### config.mk
export PLATFORM = sky130hd
export DESIGN_NAME = octal_switch_serial_control
export DESIGN_NICKNAME = d
export VERILOG_FILES = /design/src/rtl/octal_switch_pkg.sv /design/src/rtl/pin_sync_if.sv /design/src/rtl/octal_switch_serial_control.sv /design/src/rtl/pin_sampler.sv
export SDC_FILE = /design/constraint.sdc
export NUM_CORES = 1
export LEC_CHECK = 0
export BUFFER_PORTS_ARGS = -buffer_cell sky130_fd_sc_hd__buf_2
export CORE_MARGIN = 5
export CORE_UTILIZATION = 23
export DETAILED_ROUTE_END_ITERATION = 6
export PLACE_DENSITY = 0.49
export SETUP_SLACK_MARGIN = 0.15
export SYNTH_ARGS = -nofsm -noshare
export SYNTH_HDL_FRONTEND = slang
export SYNTH_SLANG_ARGS = --single-unit
### constraint.sdc
create_clock -name i_sys_clk -period 2.35 [get_ports i_sys_clk]
set_input_delay 0.1175 -clock i_sys_clk [delete_from_list [all_inputs] [get_ports i_sys_clk]]
set_output_delay 0.1175 -clock i_sys_clk [all_outputs]
set_load 0.01 [all_outputs]
### src/rtl/octal_switch_pkg.sv
/*
 * constants for the octal switch serial control block.
 * assumes a 250 mhz system clock sampling the serial pins.
 */
package octal_switch_pkg;
    // ------------------------------------------------------------
    // frame and reset values
    // ------------------------------------------------------------
    localparam int          FRAME_BITS    = 8;
    localparam logic [7:0]  ALL_OFF       = 8'hff;
    localparam logic [7:0]  SHIFT_CLEARED = 8'h00;
    localparam logic [3:0]  CNT_ZERO      = 4'h0;
    localparam logic [3:0]  CNT_FULL      = 4'h8;
    // ------------------------------------------------------------
    // timing
    // ------------------------------------------------------------
    localparam int          CLK_PERIOD_PS = 4000;
    localparam int          CLR_MIN_NS    = 250;
    localparam int          CLR_MIN_CYC   = (CLR_MIN_NS * 1000 + CLK_PERIOD_PS - 1)
                                            / CLK_PERIOD_PS;
    localparam int          SYNC_STAGES   = 2;
endpackage

### src/rtl/pin_sync_if.sv
/*
 * carrier for synchronised serial pins between sampler and core.
 * assumes one clock domain, the system clock.
 */
`timescale 1ns/1ps
interface pin_sync_if;
    logic sel_n;
    logic sclk;
    logic sdi;
    logic clr_n;
    logic sld;
    modport sampler (output sel_n, output sclk, output sdi, output clr_n, output sld);
    modport core    (input sel_n, input sclk, input sdi, input clr_n, input sld);
endinterface

### src/rtl/octal_switch_serial_control.sv
/*
 * serial control and status port of an eight-output low-side switch.
 * assumes the host is the serial master; its clock is sampled by i_sys_clk.
 */
// How it works
// select low: shift commands in, drive serial out from select fall.
// select rise copies shift register to all eight output latches together.
// select fall loads the eight drain status bits into shift register.
// host drops select only while serial clock is low.
// serial input sampled on each serial clock fall while selected.
// serial output advances on each serial clock rise once a bit has been clocked in.
// host keeps serial clock low whenever select changes.
// host should keep serial clock low while deselected.
// deselected: clock and data ignored, serial out tri-stated.
// command one means output off, zero means on, applied at select rise.
// frame is eight bits, first bit controls output seven.
// shift register holds eight bits; full after eight clocked bits.
// status one for off unfaulted output, zero for on unfaulted.
// first-in first-out, msb first; status reflects previous command.
// clear input leaves serial output untouched.
// clear low empties shift register and forces outputs off.
// host holds clear low at least 250 ns.
// latch disable low: short latches output off; high: current limit.
// host avoids changing serial input at clock rise.
// after supply over-voltage, next status word reads all ones.
// output latches reset to all off and hold until a new command.
`timescale 1ns/1ps
module octal_switch_serial_control
    import octal_switch_pkg::*;
(
    // system
    input  wire logic       i_sys_clk,
    input  wire logic       i_rst_n,
    // serial pins from host
    input  wire logic       i_sel_n,
    input  wire logic       i_sclk,
    input  wire logic       i_sdi,
    input  wire logic       i_clr_n,
    input  wire logic       i_short_latch_disable,
    // analog side
    input  wire logic [7:0] i_drain_high,
    input  wire logic [7:0] i_short_fault,
    input  wire logic [7:0] i_over_temp,
    input  wire logic       i_load_supply_ov,
    // serial out pin
    output logic            o_sdo,
    output logic            o_sdo_oe,
    // output switch gates, one means on, and frame full flag
    output logic [7:0]      o_gate_on,
    output logic            o_frame_full
);
    pin_sync_if sync ();
    logic       pins_raw [5];
    logic [7:0] drain_sync_a, drain_sync_b;
    logic [7:0] short_sync_a, short_sync_b;
    logic [7:0] ot_sync_a, ot_sync_b;
    logic       ov_sync_a, ov_sync_b;

    assign pins_raw[0] = i_sel_n;
    assign pins_raw[1] = i_sclk;
    assign pins_raw[2] = i_sdi;
    assign pins_raw[3] = i_clr_n;
    assign pins_raw[4] = i_short_latch_disable;

    pin_sampler u_sampler (
        .i_sys_clk  (i_sys_clk),
        .i_rst_n    (i_rst_n),
        .i_pins_raw (pins_raw),
        .sync       (sync.sampler)
    );

    // ------------------------------------------------------------
    // analog status synchronisers
    // ------------------------------------------------------------
    always_ff @(posedge i_sys_clk or negedge i_rst_n) begin
        if (!i_rst_n) begin
            drain_sync_a <= ALL_OFF;
            drain_sync_b <= ALL_OFF;
            short_sync_a <= 8'h00;
            short_sync_b <= 8'h00;
            ot_sync_a    <= 8'h00;
            ot_sync_b    <= 8'h00;
            ov_sync_a    <= 1'b0;
            ov_sync_b    <= 1'b0;
        end else begin
            drain_sync_a <= i_drain_high;
            drain_sync_b <= drain_sync_a;
            short_sync_a <= i_short_fault;
            short_sync_b <= short_sync_a;
            ot_sync_a    <= i_over_temp;
            ot_sync_b    <= ot_sync_a;
            ov_sync_a    <= i_load_supply_ov;
            ov_sync_b    <= ov_sync_a;
        end
    end

    // ------------------------------------------------------------
    // edge detection state
    // ------------------------------------------------------------
    logic       sel_d, sclk_d;
    logic       sel_fall, sel_rise, sclk_fall, sclk_rise;
    logic       clr_act;

    always_ff @(posedge i_sys_clk or negedge i_rst_n) begin
        if (!i_rst_n) begin
            sel_d  <= 1'b1;
            sclk_d <= 1'b0;
        end else begin
            sel_d  <= sync.sel_n;
            sclk_d <= sync.sclk;
        end
    end

    always_comb begin
        sel_fall  = sel_d && !sync.sel_n;
        sel_rise  = !sel_d && sync.sel_n;
        sclk_fall = sclk_d && !sync.sclk && !sync.sel_n;
        sclk_rise = !sclk_d && sync.sclk && !sync.sel_n;
        clr_act   = !sync.clr_n;
    end

    // ------------------------------------------------------------
    // shift path and output latches
    // ------------------------------------------------------------
    logic [7:0] shreg, next_shreg;
    logic [7:0] cmd, next_cmd;          // command latch, one = off
    logic [7:0] latched_off, next_latched_off;
    logic       ov_seen, next_ov_seen;
    logic [3:0] bit_cnt, next_bit_cnt;
    logic       sdo, next_sdo;
    logic       sdo_oe, next_sdo_oe;
    logic [7:0] gate_on, next_gate_on;
    logic       frame_full, next_frame_full;
    logic [7:0] status_word;

    // status is the drain level: high when off and unfaulted
    always_comb begin
        status_word = drain_sync_b;
        if (ov_seen) begin
            status_word = ALL_OFF;
        end
    end

    always_comb begin
        next_shreg       = shreg;
        next_cmd         = cmd;
        next_latched_off = latched_off;
        next_ov_seen     = ov_seen;
        next_bit_cnt     = bit_cnt;
        next_sdo         = sdo;
        next_sdo_oe      = !sync.sel_n;
        next_frame_full  = (bit_cnt == CNT_FULL);
        if (ov_sync_b) begin
            next_ov_seen = 1'b1;
        end
        if (sel_fall) begin
            next_shreg   = status_word;
            next_sdo     = status_word[FRAME_BITS-1];
            next_bit_cnt = CNT_ZERO;
            if (!ov_sync_b) begin
                next_ov_seen = 1'b0;
            end
        end else if (sclk_fall) begin
            next_shreg = {shreg[FRAME_BITS-2:0], sync.sdi};
            if (bit_cnt != CNT_FULL) begin
                next_bit_cnt = bit_cnt + 4'h1;
            end
        end else if (sclk_rise && bit_cnt != CNT_ZERO) begin
            next_sdo = shreg[FRAME_BITS-1];
        end
        if (sel_rise) begin
            next_cmd         = shreg;
            next_latched_off = 8'h00;
        end
        // shorts latch off only when latch disable is low
        if (!sync.sld) begin
            next_latched_off = next_latched_off | short_sync_b;
        end
        if (clr_act) begin
            next_shreg       = SHIFT_CLEARED;
            next_cmd         = ALL_OFF;
            next_latched_off = 8'h00;
            next_bit_cnt     = CNT_ZERO;
        end
        // over-voltage and over-temperature force off independent of command
        next_gate_on = ~next_cmd & ~next_latched_off & ~ot_sync_b
                       & {8{~ov_sync_b}};
    end

    always_ff @(posedge i_sys_clk or negedge i_rst_n) begin
        if (!i_rst_n) begin
            shreg       <= SHIFT_CLEARED;
            cmd         <= ALL_OFF;
            latched_off <= 8'h00;
            ov_seen     <= 1'b0;
            bit_cnt     <= CNT_ZERO;
            sdo         <= 1'b0;
            sdo_oe      <= 1'b0;
            gate_on     <= 8'h00;
            frame_full  <= 1'b0;
        end else begin
            shreg       <= next_shreg;
            cmd         <= next_cmd;
            latched_off <= next_latched_off;
            ov_seen     <= next_ov_seen;
            bit_cnt     <= next_bit_cnt;
            sdo         <= next_sdo;
            sdo_oe      <= next_sdo_oe;
            gate_on     <= next_gate_on;
            frame_full  <= next_frame_full;
        end
    end

    assign o_sdo        = sdo;
    assign o_sdo_oe     = sdo_oe;
    assign o_gate_on    = gate_on;
    assign o_frame_full = frame_full;
endmodule // octal_switch_serial_control

### src/rtl/pin_sampler.sv
/*
 * two-flop synchronisers for the asynchronous pins.
 * assumes the pins come from the host, outside the system clock domain.
 */
`timescale 1ns/1ps
module pin_sampler
    import octal_switch_pkg::*;
(
    // clock and reset
    input  wire logic   i_sys_clk,
    input  wire logic   i_rst_n,
    // raw pins: select, clock, data, clear, short latch disable
    input  wire logic   i_pins_raw [5],
    // synchronised
    pin_sync_if.sampler sync
);
    logic [4:0] stage [SYNC_STAGES];

    // ------------------------------------------------------------
    // synchroniser chain
    // ------------------------------------------------------------
    // select idles high, clear idles low (pull-down): reset to idle levels
    always_ff @(posedge i_sys_clk or negedge i_rst_n) begin
        if (!i_rst_n) begin
            for (int s = 0; s < SYNC_STAGES; s++) begin
                stage[s] <= 5'h01;
            end
        end else begin
            stage[0] <= {i_pins_raw[4], i_pins_raw[3], i_pins_raw[2],
                         i_pins_raw[1], i_pins_raw[0]};
            for (int s = 1; s < SYNC_STAGES; s++) begin
                stage[s] <= stage[s-1];
            end
        end
    end

    assign sync.sel_n = stage[SYNC_STAGES-1][0];
    assign sync.sclk  = stage[SYNC_STAGES-1][1];
    assign sync.sdi   = stage[SYNC_STAGES-1][2];
    assign sync.clr_n = stage[SYNC_STAGES-1][3];
    assign sync.sld   = stage[SYNC_STAGES-1][4];
endmodule // pin_sampler

==> flow_summary.yaml <==
sta:
  rsz0062_at_grt: "no"
  drv_slew: 0
  worst_pin_slew_ps: 677
  fmax_ghz: 0.595
  finalCritPeriodShare_pct: 71.5
  skew_ps: 7.13
  relSlewSlack_pct: 54.9
  setup-violations-final: 0
  period_minus_slack_ps: 1680
  finalSetupTns_ps: 0
  hold_viol: 0
routing:
  viasPerCell: 3.77
  dr.first_iter.drc_count: 75
  vias: 1885
  wl_um: 6090
  antenna_left: 0
  drcViolationCount: 0
  wl_per_cell_um: 12.2
  firstDrtPassIters: 4
synth:
  netlist_area_mm2: 0.00344
  synth_top_area_share_pct: 54.5
  yosysWarnings: 0
  synth-main-ff-cell: "dfrtp_1"
  synth.most_common_cell: "dfrtp_1"
  synth_fp_nets: 268
  synth_top_area_cell: "dfrtp_1"
  yosys-top-cells-area: "dfrtp_1 (55%), dfstp_2 (21%), nor2b_1 (3.1%)"
  ys_types: 34
  synth_edf_count: 0
  ys_ff_latch: 102
  synthCells: 234
  synthArstFlopShare_pct: 100
  syn_avg_cell_area_um2: 14.7
  yosys-top-cells-count: "dfrtp_1 (75), dfstp_2 (27), nand2_1 (19), a21oi_1 (18), nor2_1 (18)"
  yosysSeqAreaShare_pct: 75.1
worst_setup_path:
  regToRegSetupSlack_ps: 670
  critPathMaxFanout: 18
  cp_data_required_time_ps: 2630
  cp-start-kind: "flop"
  worstSetupPathType: "flop to flop"
  critPathCaptureType: "flop"
  arrival_ps: 1960
placement:
  gp_congestion: 0.740
  dp_hpwl_um: 4000
  dp_cells: 453
  port_buffers: 42
power_and_ir_drop:
  p_leak_nw: 1.98
  ir_drop_mv: 0.283
  power_density_mw_per_mm2: 825
global_route:
  grt_first_pass_wirelength_um: 10300
  grt_overflow: 0
  grt_start_max_net_pins: 42
  track_usage_pct: 7.38
  antenna_found_initial: 0
  grt_pass1_vias: 2015
cells_and_area:
  multi_input_area_um2: 758
  fin_util_pct: 30.7
  nFillCells: 1432
  seq_area_mm2: 0.00259
  final_cells: 500
  antenna_cells: 0
  drive_above_1_share_pct: 33.5
  nets: 345
  syn2layout_area_growth_pct: 30.2
floorplan:
  die_height_um: 132
  num_rows: 44
  core_mm2: 0.0146
  fp.dieArea_mm2: 0.0175
  pin_count: 43
  initial_core_util_pct: 23.6
  die_x_um: 132
clock_network:
  cts.htree.levels: 3
  cts-resized-gates: 0
  insertion_delay_ps: 340
  cts_inserted_buffers: 9
  path_clk_slew_ps: 70
  tritoncts: "built"
  clock_path_buffers: 2
  cts.sinks: 102
  root_buffer: "clkbuf_16"
outcome:
  status: "completed"
run:
  maxCapViolCount: 0
hold_path:
  hp-class: "input port to asynchronous set/reset pin"
## cells in the final DEF (no fill, tap or decap), drive strengths merged, types with 8 or more instances in the layout
| cell | count |
|---|---|
| dfrtp | 75 |
| buf | 45 |
| dlygate4sd3 | 31 |
| dfstp | 27 |
| nand2 | 19 |
| a21oi | 18 |
| nor2 | 18 |
| nor2b | 18 |
| clkbuf | 14 |
| nand3 | 10 |
| nor4 | 8 |
## path summary, 6_finish.rpt
check                                          start                  to  cells past startpoint
worst max-delay path            u_sampler.sync.sel_n            shreg[7]                      4
worst max register to register  u_sampler.sync.sel_n            shreg[7]                      4
worst min register to register             ov_sync_a           ov_sync_b                      0
max in group asynchronous                    i_rst_n  u_sampler.stage[5]                      3
worst min-delay path                         i_rst_n        ot_sync_a[2]                      2
min in group i_sys_clk                     ov_sync_a           ov_sync_b                      0
## per-layer routing
layer	up-vias	global-route usage [%]	part of all wire, %
li1	926	-	-
met1	912	10.2	49
met2	39	10.6	46
met3	8	2.44	4.0
met4	0	3.05	1.5
met5	-	0	0
## kinds of logic (layout without fill, tap and decap cells)
| group | Yosys count | after routing | synth area share, % |
|---|---|---|---|
| simple gates | 81 | 81 | 14.6 |
| compound gates | 29 | 29 | 5.23 |
| xor+xnor | 3 | 3 | 0.763 |
| mux | 2 | 2 | 0.727 |
| fa+ha+maj | 2 | 2 | 0.727 |
| buf+inv | 15 | 97 | 2.87 |
| flops | 102 | 102 | 75.1 |
## area by class of cell
class	instances	share of cell area, %
Clock buffer	14	7.09
Clock inverter	2	0.335
Inverter	5	0.419
Multi-Input combinational cell	117	16.9
Sequential cell	102	57.7
Tap cell	184	5.13
Timing Repair Buffer	76	12.4
## worst max-delay path, stage by stage (launching register included)
cell	delay, ps
dfstp_2	590
nand2b_1	530
nor3_2	90
nor3b_1	230
mux2_4	180
## state kept, by name (all words and copies together), names as in the netlist, 4 cells and up
| register | flops |
|---|---|
| drain_sync_b | 8 |
| shreg | 8 |
| short_sync_b | 8 |
| o_gate_on | 8 |
| bit_cnt | 4 |
| cmd | 8 |
| short_sync_a | 8 |
| ot_sync_b | 8 |
| u_sampler.stage | 5 |
| latched_off | 8 |
| drain_sync_a | 8 |
| ot_sync_a | 8 |
## power by group
| group | leakage [nW] | switching [mW] | internal (mW) | total (mW) |
|---|---|---|---|---|
| logic | 0.599 | 0.111 | 0.103 | 0.214 |
| registers | 1.21 | 0.0434 | 1.86 | 1.90 |
| clock network | 0.165 | 0.633 | 0.946 | 1.58 |
## metrics by stage
| step | worst slack [ps] | hold slack [ps] | total power, mW | instance area (um2) |
|---|---|---|---|---|
| finish | 669 | 272 | 3.70 | 4480 |
| global route | 491 | 335 | 3.87 | 4480 |
| CTS | 645 | 290 | 3.76 | 4480 |
| detailed placement | 666 | 120 | 2.12 | 3840 |
| global placement | 678 | 114 | 2.12 | 3840 |
| floorplan | 962 | -178 | 2.02 | 3440 |
## timing repair
item,4_1_cts,5_1_grt
hold endpoints to repair,66,0
hold buffers,31,0
buffers inserted,0,0
No activity file was read; power rests on OpenSTA's default activity.
